<file path="config.mk">
export PLATFORM = sky130hd
export DESIGN_NAME = rca_calendar_events
export DESIGN_NICKNAME = d
export VERILOG_FILES = /design/src/include/rca_pkg.sv /design/src/design/rca_calendar_events.sv
export SDC_FILE = /design/constraint.sdc
export NUM_CORES = 1
export LEC_CHECK = 0
export ABC_AREA = 1
export BUFFER_PORTS_ARGS = -buffer_cell sky130_fd_sc_hd__buf_2
export CAP_MARGIN = 20
export CORE_AREA = 2 2 166 119
export DETAILED_ROUTE_END_ITERATION = 8
export DIE_AREA = 0 0 168 121
export GPL_TIMING_DRIVEN = 0
export MAX_ROUTING_LAYER = met4
export PLACE_DENSITY_LB_ADDON = 0.25
export SLEW_MARGIN = 20
export SYNTH_ARGS = -nofsm -noshare
export SYNTH_HDL_FRONTEND = slang
export SYNTH_SLANG_ARGS = --single-unit
export TNS_END_PERCENT = 30
</file>
<file path="constraint.sdc">
create_clock -name pclk -period 1.74 [get_ports pclk]
set_input_delay 0.261 -clock pclk [delete_from_list [all_inputs] [get_ports pclk]]
set_output_delay 0.261 -clock pclk [all_outputs]
set_load 0.005 [all_outputs]
</file>
<file path="src/include/rca_pkg.sv">
// package for the calendar, alarm and event block
package rca_pkg;
    localparam logic [11:0] CALENDAR_VALUE_OFF = 12'h00C;
    localparam logic [11:0] TIME_ALARM_OFF = 12'h010;
    localparam logic [11:0] CALENDAR_ALARM_OFF = 12'h014;
    localparam logic [11:0] EVENT_STATUS_OFF = 12'h018;
    localparam logic [11:0] EVENT_CLEAR_OFF = 12'h01C;
    localparam logic [11:0] IRQ_ENABLE_SET_OFF = 12'h020;
    localparam logic [11:0] IRQ_DISABLE_SET_OFF = 12'h024;
    localparam logic [11:0] IRQ_MASK_VIEW_OFF = 12'h028;
    localparam logic [11:0] TIME_VALUE_OFF = 12'h030;
    localparam logic [11:0] EVENT_CONTROL_OFF = 12'h034;

    localparam logic [31:0] CALENDAR_VALUE_RST = 32'h01819819;
    localparam logic [31:0] TIME_ALARM_RST = 32'h00000000;
    localparam logic [31:0] CALENDAR_ALARM_RST = 32'h00000000;
    localparam logic [31:0] TIME_VALUE_RST = 32'h00000000;

    // status bit positions
    localparam int ST_GRANT = 0;
    localparam int ST_ALARM = 1;
    localparam int ST_SEC = 2;
    localparam int ST_CLKEV = 3;
    localparam int ST_CALENDAR_EVENT_FLAG = 4;
    localparam int ST_W = 5;

    // calendar_value fields
    localparam int CAL_HUNDRED_YEAR_FIELD_LO = 0;
    localparam int CAL_YEAR_LO = 8;
    localparam int CAL_MONTH_LO = 16;
    localparam int CAL_DAY_LO = 21;
    localparam int CAL_DATE_LO = 24;
    // time_alarm fields
    localparam int TA_S_EN = 7;
    localparam int TA_M_EN = 15;
    localparam int TA_PM = 22;
    localparam int TA_H_EN = 23;
    // calendar_alarm fields
    localparam int CA_MONTH_EN = 23;
    localparam int CA_DOM_EN = 31;
    // event_control fields
    localparam int EC_HOLD_CLK = 0;
    localparam int EC_HOLD_CAL = 1;
    localparam int EC_CLKSEL_LO = 8;
    localparam int EC_CALSEL_LO = 16;

    localparam logic [1:0] CLKSEL_MINUTE = 2'h0;
    localparam logic [1:0] CLKSEL_HOUR = 2'h1;
    localparam logic [1:0] CLKSEL_MIDNIGHT = 2'h2;
    localparam logic [1:0] CLKSEL_NOON = 2'h3;
    localparam logic [1:0] CALSEL_WEEK = 2'h0;
    localparam logic [1:0] CALSEL_MONTH = 2'h1;

    localparam logic [7:0] BCD_NOON = 8'h12;
    localparam logic [5:0] BCD_DATE_FIRST = 6'h01;
    localparam logic [4:0] BCD_MONTH_JAN = 5'h01;
    localparam logic [2:0] DAY_MONDAY = 3'h1;
    localparam logic [5:0] DATE_MIN = 6'h01;
    localparam logic [5:0] DATE_MAX = 6'h31;
    localparam logic [4:0] MONTH_MIN = 5'h01;
    localparam logic [4:0] MONTH_MAX = 5'h12;
    localparam logic [2:0] DAY_MIN = 3'h1;
    localparam logic [2:0] DAY_MAX = 3'h7;
    localparam logic [6:0] HUNDRED_YEAR_FIELD_MIN = 7'h19;
    localparam logic [6:0] HUNDRED_YEAR_FIELD_MAX = 7'h20;

    typedef struct packed {
        logic [31:0] prdata;
        logic pready;
        logic pslverr;
    } rca_apb_rsp_t;

    typedef struct packed {
        logic sec_tick;
        logic min_chg;
        logic hour_chg;
        logic day_chg;
        logic week_chg;
        logic month_chg;
        logic year_chg;
    } rca_tick_t;
endpackage

</file>
<file path="src/design/rca_calendar_events.sv">
// calendar, alarm, event status and interrupt mask logic with apb slave
//
// The APB interface to the registers is this design's own decision.
`timescale 1ns/100ps
`default_nettype none
module rca_calendar_events (
    // clock and reset
    input wire logic pclk,
    input wire logic presetn,
    // apb
    input wire logic psel,
    input wire logic penable,
    input wire logic pwrite,
    input wire logic [11:0] paddr,
    input wire logic [31:0] pwdata,
    output logic [31:0] prdata,
    output logic pready,
    output logic pslverr,
    // counter events and current values from the time base
    input wire rca_pkg::rca_tick_t tick,
    input wire logic [31:0] time_now,
    input wire logic [31:0] cal_now,
    // to the counters, and the interrupt out
    output logic [31:0] calendar_value,
    output logic cal_load,
    output logic hold_clock_request,
    output logic hold_calendar_request,
    output logic irq
);
    typedef struct packed {
        logic [31:0] cal;
        logic [31:0] talarm;
        logic [31:0] calarm;
        logic [31:0] ctrl;
        logic [rca_pkg::ST_W-1:0] status;
        logic [rca_pkg::ST_W-1:0] mask;
        logic alarm_hit;
        logic cal_load;
        logic irq;
        rca_pkg::rca_apb_rsp_t rsp;
    } rca_state_t;

    rca_state_t st_q, st_d;

    function automatic logic acc(input logic [11:0] a, input logic [11:0] o);
        acc = psel && penable && (a == o);
    endfunction

    function automatic logic bcd_ok(input logic [7:0] v);
        bcd_ok = (v[3:0] < 4'hA) && (v[7:4] < 4'hA);
    endfunction

    logic [6:0] w_hundred_year_field;
    logic [7:0] w_year;
    logic [4:0] w_month;
    logic [2:0] w_day;
    logic [5:0] w_date;
    logic cal_ok;
    logic [31:0] cal_eff;
    logic match_s, match_m, match_h, match_mo, match_d, alarm_now;
    logic clk_ev, cal_ev;
    logic [rca_pkg::ST_W-1:0] ev_set, clr;
    logic wr, grant;

    assign wr = psel && penable && pwrite;

    assign w_hundred_year_field = pwdata[rca_pkg::CAL_HUNDRED_YEAR_FIELD_LO +: 7];
    assign w_year = pwdata[rca_pkg::CAL_YEAR_LO +: 8];
    assign w_month = pwdata[rca_pkg::CAL_MONTH_LO +: 5];
    assign w_day = pwdata[rca_pkg::CAL_DAY_LO +: 3];
    assign w_date = pwdata[rca_pkg::CAL_DATE_LO +: 6];
    assign cal_ok = w_hundred_year_field >= rca_pkg::HUNDRED_YEAR_FIELD_MIN
        && w_hundred_year_field <= rca_pkg::HUNDRED_YEAR_FIELD_MAX
        && bcd_ok({1'b0, w_hundred_year_field}) && bcd_ok(w_year)
        && w_month >= rca_pkg::MONTH_MIN && w_month <= rca_pkg::MONTH_MAX
        && bcd_ok({3'h0, w_month})
        && w_day >= rca_pkg::DAY_MIN && w_day <= rca_pkg::DAY_MAX
        && w_date >= rca_pkg::DATE_MIN && w_date <= rca_pkg::DATE_MAX
        && bcd_ok({2'h0, w_date});

    // grant once a hold is requested
    assign grant = st_q.ctrl[rca_pkg::EC_HOLD_CLK]
        | st_q.ctrl[rca_pkg::EC_HOLD_CAL];

    // shown value follows counters unless software owns it
    assign cal_eff = st_q.ctrl[rca_pkg::EC_HOLD_CAL] ? st_q.cal : cal_now;

    assign match_s = !st_q.talarm[rca_pkg::TA_S_EN]
        || st_q.talarm[6:0] == time_now[6:0];
    assign match_m = !st_q.talarm[rca_pkg::TA_M_EN]
        || st_q.talarm[14:8] == time_now[14:8];
    assign match_h = !st_q.talarm[rca_pkg::TA_H_EN]
        || st_q.talarm[rca_pkg::TA_PM:16] == time_now[rca_pkg::TA_PM:16];
    assign match_mo = !st_q.calarm[rca_pkg::CA_MONTH_EN]
        || st_q.calarm[20:16] == cal_now[20:16];
    assign match_d = !st_q.calarm[rca_pkg::CA_DOM_EN]
        || st_q.calarm[29:24] == cal_now[29:24];
    assign alarm_now = match_s && match_m && match_h && match_mo && match_d
        && (st_q.talarm[rca_pkg::TA_S_EN] || st_q.talarm[rca_pkg::TA_M_EN]
        || st_q.talarm[rca_pkg::TA_H_EN]
        || st_q.calarm[rca_pkg::CA_MONTH_EN]
        || st_q.calarm[rca_pkg::CA_DOM_EN]);

    always_comb begin
        case (st_q.ctrl[rca_pkg::EC_CLKSEL_LO +: 2])
            rca_pkg::CLKSEL_MINUTE: clk_ev = tick.min_chg;
            rca_pkg::CLKSEL_HOUR: clk_ev = tick.hour_chg;
            rca_pkg::CLKSEL_MIDNIGHT: clk_ev = tick.day_chg;
            default: clk_ev = tick.hour_chg
                && time_now[21:16] == rca_pkg::BCD_NOON[5:0];
        endcase
    end

    always_comb begin
        case (st_q.ctrl[rca_pkg::EC_CALSEL_LO +: 2])
            rca_pkg::CALSEL_WEEK: cal_ev = tick.week_chg;
            rca_pkg::CALSEL_MONTH: cal_ev = tick.month_chg;
            default: cal_ev = tick.year_chg;
        endcase
    end

    always_comb begin
        ev_set = '0;
        ev_set[rca_pkg::ST_GRANT] = grant;
        ev_set[rca_pkg::ST_ALARM] = alarm_now && !st_q.alarm_hit;
        ev_set[rca_pkg::ST_SEC] = tick.sec_tick;
        ev_set[rca_pkg::ST_CLKEV] = clk_ev;
        ev_set[rca_pkg::ST_CALENDAR_EVENT_FLAG] = cal_ev;
        clr = '0;
        if (wr && paddr == rca_pkg::EVENT_CLEAR_OFF) begin
            clr = pwdata[rca_pkg::ST_W-1:0];
        end
    end

    always_comb begin
        st_d = st_q;
        st_d.rsp.pready = 1'b0;
        st_d.rsp.pslverr = 1'b0;
        st_d.cal_load = 1'b0;
        st_d.alarm_hit = alarm_now;
        // set wins over clear
        st_d.status = (st_q.status & ~clr) | ev_set;
        if (!grant) begin
            st_d.status[rca_pkg::ST_GRANT] = 1'b0;
        end
        if (!st_q.ctrl[rca_pkg::EC_HOLD_CAL]) begin
            st_d.cal = cal_now;
        end
        if (psel && !penable) begin
            st_d.rsp.pready = 1'b1;
            st_d.rsp.prdata = 32'h00000000;
            if (paddr == rca_pkg::CALENDAR_VALUE_OFF) begin
                st_d.rsp.prdata = cal_eff;
            end else if (paddr == rca_pkg::TIME_ALARM_OFF) begin
                st_d.rsp.prdata = st_q.talarm;
            end else if (paddr == rca_pkg::CALENDAR_ALARM_OFF) begin
                st_d.rsp.prdata = st_q.calarm;
            end else if (paddr == rca_pkg::EVENT_STATUS_OFF) begin
                st_d.rsp.prdata[rca_pkg::ST_W-1:0] = st_q.status;
            end else if (paddr == rca_pkg::IRQ_MASK_VIEW_OFF) begin
                st_d.rsp.prdata[rca_pkg::ST_W-1:0] = st_q.mask;
            end else if (paddr == rca_pkg::EVENT_CONTROL_OFF) begin
                st_d.rsp.prdata = st_q.ctrl;
            end else if (paddr == rca_pkg::EVENT_CLEAR_OFF
                || paddr == rca_pkg::IRQ_ENABLE_SET_OFF
                || paddr == rca_pkg::IRQ_DISABLE_SET_OFF) begin
                st_d.rsp.prdata = 32'h00000000;
            end else begin
                st_d.rsp.pslverr = 1'b1;
            end
        end
        if (wr) begin
            if (paddr == rca_pkg::CALENDAR_VALUE_OFF) begin
                // writes only land while hold is granted
                if (st_q.status[rca_pkg::ST_GRANT]
                    && st_q.ctrl[rca_pkg::EC_HOLD_CAL] && cal_ok) begin
                    st_d.cal = pwdata & 32'h3FFFFF7F;
                    st_d.cal_load = 1'b1;
                end
            end else if (paddr == rca_pkg::TIME_ALARM_OFF) begin
                st_d.talarm = pwdata & 32'h00FFFF7F;
                st_d.talarm[rca_pkg::TA_S_EN] = pwdata[rca_pkg::TA_S_EN];
            end else if (paddr == rca_pkg::CALENDAR_ALARM_OFF) begin
                st_d.calarm = pwdata & 32'hBF9F0000;
            end else if (paddr == rca_pkg::IRQ_ENABLE_SET_OFF) begin
                st_d.mask = st_q.mask | pwdata[rca_pkg::ST_W-1:0];
            end else if (paddr == rca_pkg::IRQ_DISABLE_SET_OFF) begin
                st_d.mask = st_q.mask & ~pwdata[rca_pkg::ST_W-1:0];
            end else if (paddr == rca_pkg::EVENT_CONTROL_OFF) begin
                st_d.ctrl = pwdata & 32'h00030303;
            end
        end
        st_d.irq = |(st_d.status & st_d.mask);
    end

    always_ff @(posedge pclk or negedge presetn) begin
        if (!presetn) begin
            st_q <= '0;
            st_q.cal <= rca_pkg::CALENDAR_VALUE_RST;
            st_q.talarm <= rca_pkg::TIME_ALARM_RST;
            st_q.calarm <= rca_pkg::CALENDAR_ALARM_RST;
        end else begin
            st_q <= st_d;
        end
    end

    assign prdata = st_q.rsp.prdata;
    assign pready = st_q.rsp.pready;
    assign pslverr = st_q.rsp.pslverr;
    assign calendar_value = st_q.cal;
    assign cal_load = st_q.cal_load;
    assign hold_clock_request = st_q.ctrl[rca_pkg::EC_HOLD_CLK];
    assign hold_calendar_request = st_q.ctrl[rca_pkg::EC_HOLD_CAL];
    assign irq = st_q.irq;

    // clear without event drops the bit
    AST_CLEAR_WORKS: assert property (@(posedge pclk) disable iff (!presetn)
        wr && paddr == rca_pkg::EVENT_CLEAR_OFF
        && pwdata[rca_pkg::ST_SEC] && !tick.sec_tick
        |=> !st_q.status[rca_pkg::ST_SEC])
        else $error("seconds flag not cleared");
    AST_SEC_STICKY: assert property (@(posedge pclk) disable iff (!presetn)
        tick.sec_tick ##1 !clr[rca_pkg::ST_SEC] |=> st_q.status[rca_pkg::ST_SEC])
        else $error("seconds flag lost");
    AST_ALARM_SET: assert property (@(posedge pclk) disable iff (!presetn)
        alarm_now && !st_q.alarm_hit |=> st_q.status[rca_pkg::ST_ALARM])
        else $error("alarm flag missing");
    AST_CLKEV_SET: assert property (@(posedge pclk) disable iff (!presetn)
        clk_ev |=> st_q.status[rca_pkg::ST_CLKEV])
        else $error("clock event flag missing");
    AST_CALENDAR_EVENT_FLAG_SET: assert property (@(posedge pclk) disable iff (!presetn)
        cal_ev |=> st_q.status[rca_pkg::ST_CALENDAR_EVENT_FLAG])
        else $error("calendar event flag missing");
    AST_MASK_SET: assert property (@(posedge pclk) disable iff (!presetn)
        wr && paddr == rca_pkg::IRQ_ENABLE_SET_OFF && pwdata[rca_pkg::ST_SEC]
        |=> st_q.mask[rca_pkg::ST_SEC])
        else $error("mask bit not set");
    AST_IRQ: assert property (@(posedge pclk) disable iff (!presetn)
        irq == |(st_q.status & st_q.mask))
        else $error("irq mismatch");
    AST_GRANT: assert property (@(posedge pclk) disable iff (!presetn)
        !grant |=> !st_q.status[rca_pkg::ST_GRANT])
        else $error("grant without request");
endmodule
`default_nettype wire

</file>
==> impl_results.rst <==
.. list-table::
   :header-rows: 1

   * - Metric
     - Value
   * - Result of the run
     - finished clean
   * - Hold Slack
     - approximately 0.073 ns
   * - Slowest cell delay on critical path
     - roughly 0.42 ns
   * - Crit path capture type
     - flip-flop
   * - Area taken by flip-flops and latches
     - approximately 3100 um^2
   * - Full die area
     - just over 20000 um^2
   * - RSZ-0062 raised after global routing
     - false
   * - Number of rows in the core area
     - 42
   * - Ratio of routed vias to standard cells
     - 4.89
   * - Post-synthesis cell type count
     - 49
   * - Worst slew margin
     - 48.5%
   * - Initial detailed-routing violation count
     - 772
   * - Detailed Place HPWL
     - between 15000 and 20000 um
   * - Data arrival, critical path
     - approximately 2.0 ns
   * - Final setup violation count
     - 0
   * - Core outline area
     - between 15000 and 20000 um^2
   * - Post-synthesis area per instance
     - about 7.5 um^2
   * - Remaining DRCs
     - 0
   * - Post-Synthesis Net Count
     - 1096
   * - Wire length reported by the detailed router
     - between 20000 and 30000 um
   * - Top library cells by usage in the layout, fill and taps aside
     - nand2_1, buf_2, dfrtp_1
   * - Number of I/O port buffers
     - ~180
   * - Worst setup path category
     - reg -> reg
   * - Leading post-synthesis cells by cell area
     - dfrtp_1, nand2_1, buf_4
   * - Clock network latency to the later pin of the worst-skew pair
     - around 0.42 ns
   * - Vias after detailed routing
     - roughly 7000
   * - Gate Count Post-Synth
     - roughly 1000
   * - Netlist Area Pre-Place
     - about 7400 um^2
   * - Hold Startpoint
     - tick[6]
   * - X dimension of the die
     - 168 um
   * - Critical path launch point
     - hold_calendar_request
   * - Static power due to leakage
     - around 5 nW
   * - Final max-slew violation count
     - 0
   * - Cell area after layout
     - between 9000 and 10000 um^2
   * - Standard cell area after detailed placement
     - 8580 um^2
   * - CTS tree
     - done
   * - Growth of design area from synthesis to finish
     - 27.1%
   * - VDD IR-drop max
     - roughly 0.4 mV
   * - Global-route usage over all layers
     - a little over a quarter
   * - Number of enable-type register cells in the synthesized netlist
     - 0
   * - Part of the Yosys area used for sequential elements
     - between 40% and 50%
   * - Total iterations of the first detailed-routing run
     - 8
   * - Vertical extent of the die
     - approximately 120 um
   * - Maximum clock rate
     - 589 MHz
   * - Most frequent standard cell in the layout excluding fill and tap cells
     - nand2_1
   * - Fraction of synthesis flops using an asynchronous set or reset pin
     - 100%
   * - Final worst clock skew
     - 0.00908 ns
   * - Max_cap viols
     - 0
   * - Number of antenna violations at the first check in global routing
     - 0
   * - Library cell with the largest summed area after synthesis
     - dfrtp_1
   * - Start of the worst register-to-register path
     - hold_calendar_request
   * - Top FF cell, synth
     - dfrtp_1
   * - Final Cycle Share
     - 97.6%
   * - H-tree level count
     - 4
   * - Critical path data required time
     - ~2.1 ns
   * - Total congestion overflow
     - 0
   * - Max stage delay cell, worst path
     - mux2i_2
   * - Shortest clock period the worst path allows after layout
     - between 1.5 and 2 ns
   * - Area share of the leading cell type in the synthesized netlist
     - 38.4%
   * - Final Non-Filler Cells
     - 1433
   * - Least-Margin Pin Slew
     - between 0.7 and 0.8 ns
   * - Total Nets Final
     - ~1300
   * - Worst-case clock buffer depth
     - 2
   * - Sink count of the clock tree
     - 122
   * - Count of inserted antenna diode cells
     - 0
   * - Average wire per cell in the routed design
     - 17.5 um
   * - Wire length of the first global-routing pass
     - 38300 um
   * - Crit path launch type
     - flip-flop
   * - Number of storage elements in the synthesis netlist
     - roughly 120
   * - I/O Pins
     - 190
   * - Area occupied by multi-input gates
     - 3210 um^2
   * - Series of cell instances along the critical path
     - buf_8, buf_4, mux2i_2, o21ai_0, nand2_1, nand2_1
   * - Pwr Density
     - 820 nW/um^2
   * - Total of warnings raised by yosys
     - 0
   * - Vias in the first global route
     - slightly below 7000
   * - Placed cells
     - ~1400
   * - TritonCTS buffer count
     - 17
   * - Gp weighted congestion
     - 0.951
   * - Layout cells sized above 1
     - 32.5%
   * - Starting utilization of the core area
     - 39.5%
   * - Cell at the root of the clock tree
     - clkbuf_16
   * - Most Frequent Cell on Critical Path
     - nand2_1
   * - Pin count of the biggest net entering global routing
     - 87
   * - Crit path max fanout
     - 10
   * - Worst min-delay path category
     - in -> reg
   * - Final-report hold violation count
     - 0
   * - Number of filler cells placed in the layout
     - between 1500 and 2000
   * - Number of antenna-violating nets in the routed design
     - 0
   * - Clock slew at the register clock pins of the worst setup and hold paths
     - 0.06 ns
## final cells by class
cell class / instances / area share (%)
plain buffers: 95 / 7.61
clock inverters: 7 / 1.71
clock buffers: 25 / 5.30
well taps: 242 / 3.24
flip-flops and latches: 122 / 32.8
repair buffers: 182 / 10.4
multi-input cells: 647 / 34.3
inverters: 113 / 4.61
## power by group
group / total, W / internal, W / leakage (nW) / switching (W)
combinational: 0.000731 / 0.000291 / 3.10 / 0.000440
sequential: 0.00294 / 0.00291 / 1.59 / 0.0000343
clock: 0.00400 / 0.00269 / 0.321 / 0.00131
total: 0.00767 / 0.00589 / 5.01 / 0.00178
## logic make-up (layout without fill, tap and decap cells)
| family | after synthesis | count (layout) | synth area share [%] |
|---|---|---|---|
| AND/OR/NAND/NOR | 478 | 479 | 27.6 |
| buffers and inverters | 208 | 422 | 15.2 |
| AO/OA/AOI/OAI | 147 | 147 | 12.8 |
| flip-flops | 122 | 122 | 41.6 |
| multiplexers | 11 | 11 | 1.60 |
| XOR/XNOR | 10 | 10 | 1.19 |
## worst max-delay path: cells and delay by family (launching register included)
kind            cells  cell delay, ns
buf+inv             2            0.41
flops               1            0.41
mux                 1            0.42
simple gates        2            0.14
compound gates      1            0.20
## synthesized netlist by cell type, types with 2 or more instances
cell and number:
nand2_1 349, dfrtp_1 113, o21ai_0 62, xnor2_1 7, nor3_1 3, inv_1 106, buf_6 10, mux2i_1 8
nand3_2 3, xor2_1 3, o22ai_1 9, clkbuf_1 10, nor2_1 49, nor2_2 8, inv_2 3, nand2_2 8
inv_4 2, o21ai_1 10, o211ai_1 5, dfstp_2 9, nor3_2 2, nor2_4 4, o2111ai_1 2, a22o_1 5
a21oi_1 11, o21ai_2 36, nor4_1 4, buf_4 65, buf_2 10, nand3_1 34, mux2_2 2, a221oi_1 2
nand4_1 6
## final timing paths
check,to,slack [ns],cells past startpoint
worst max-delay path,prdata[6],0.04,6
worst min-delay path,st_q[44],0.07,2
worst max register to register,prdata[6],0.04,6
worst min register to register,prdata[28],0.48,2
max in group asynchronous,calendar_value[11],0.65,3
min in group asynchronous,pslverr,0.30,2
## what timing repair did
item / in CTS / in global routing
resized for setup: 9 / 9
hold buffers: 1 / 0
gates cloned: 0 / 2
setup endpoints to repair: 55 / 31
setup buffers: 2 / 1
endpoints found under the hold margin: 36 / 0
pin swaps: 1 / 2
## registers in the layout (all words and copies together) (netlist names)
name	count
irq	1
pslverr	1
st_q	52
prdata	32
hold_calendar_request	1
cal_load	1
calendar_value	32
pready	1
hold_clock_request	1
## stage by stage
step	power (W)	utilization (%)	worst slack (ns)	setup TNS, ns
after floorplan	0.00332	-	0.239	0
after global placement	0.00369	45.8	-1.28	-162.12
after CTS	0.00770	49.8	0.00400	0
after detailed placement	0.00371	46.0	-0.303	-14.54
after global routing	0.00791	50.1	0.00138	0
final	0.00767	50.1	0.0414	0
## metal layers
metal  global-route usage, %  share of wire (%)
met4                    6.63                1.1
met1                    35.9                 46
met3                    7.01                 10
met2                    38.0                 42
met5                       -                  0
Power figures use the tool's default switching activity.
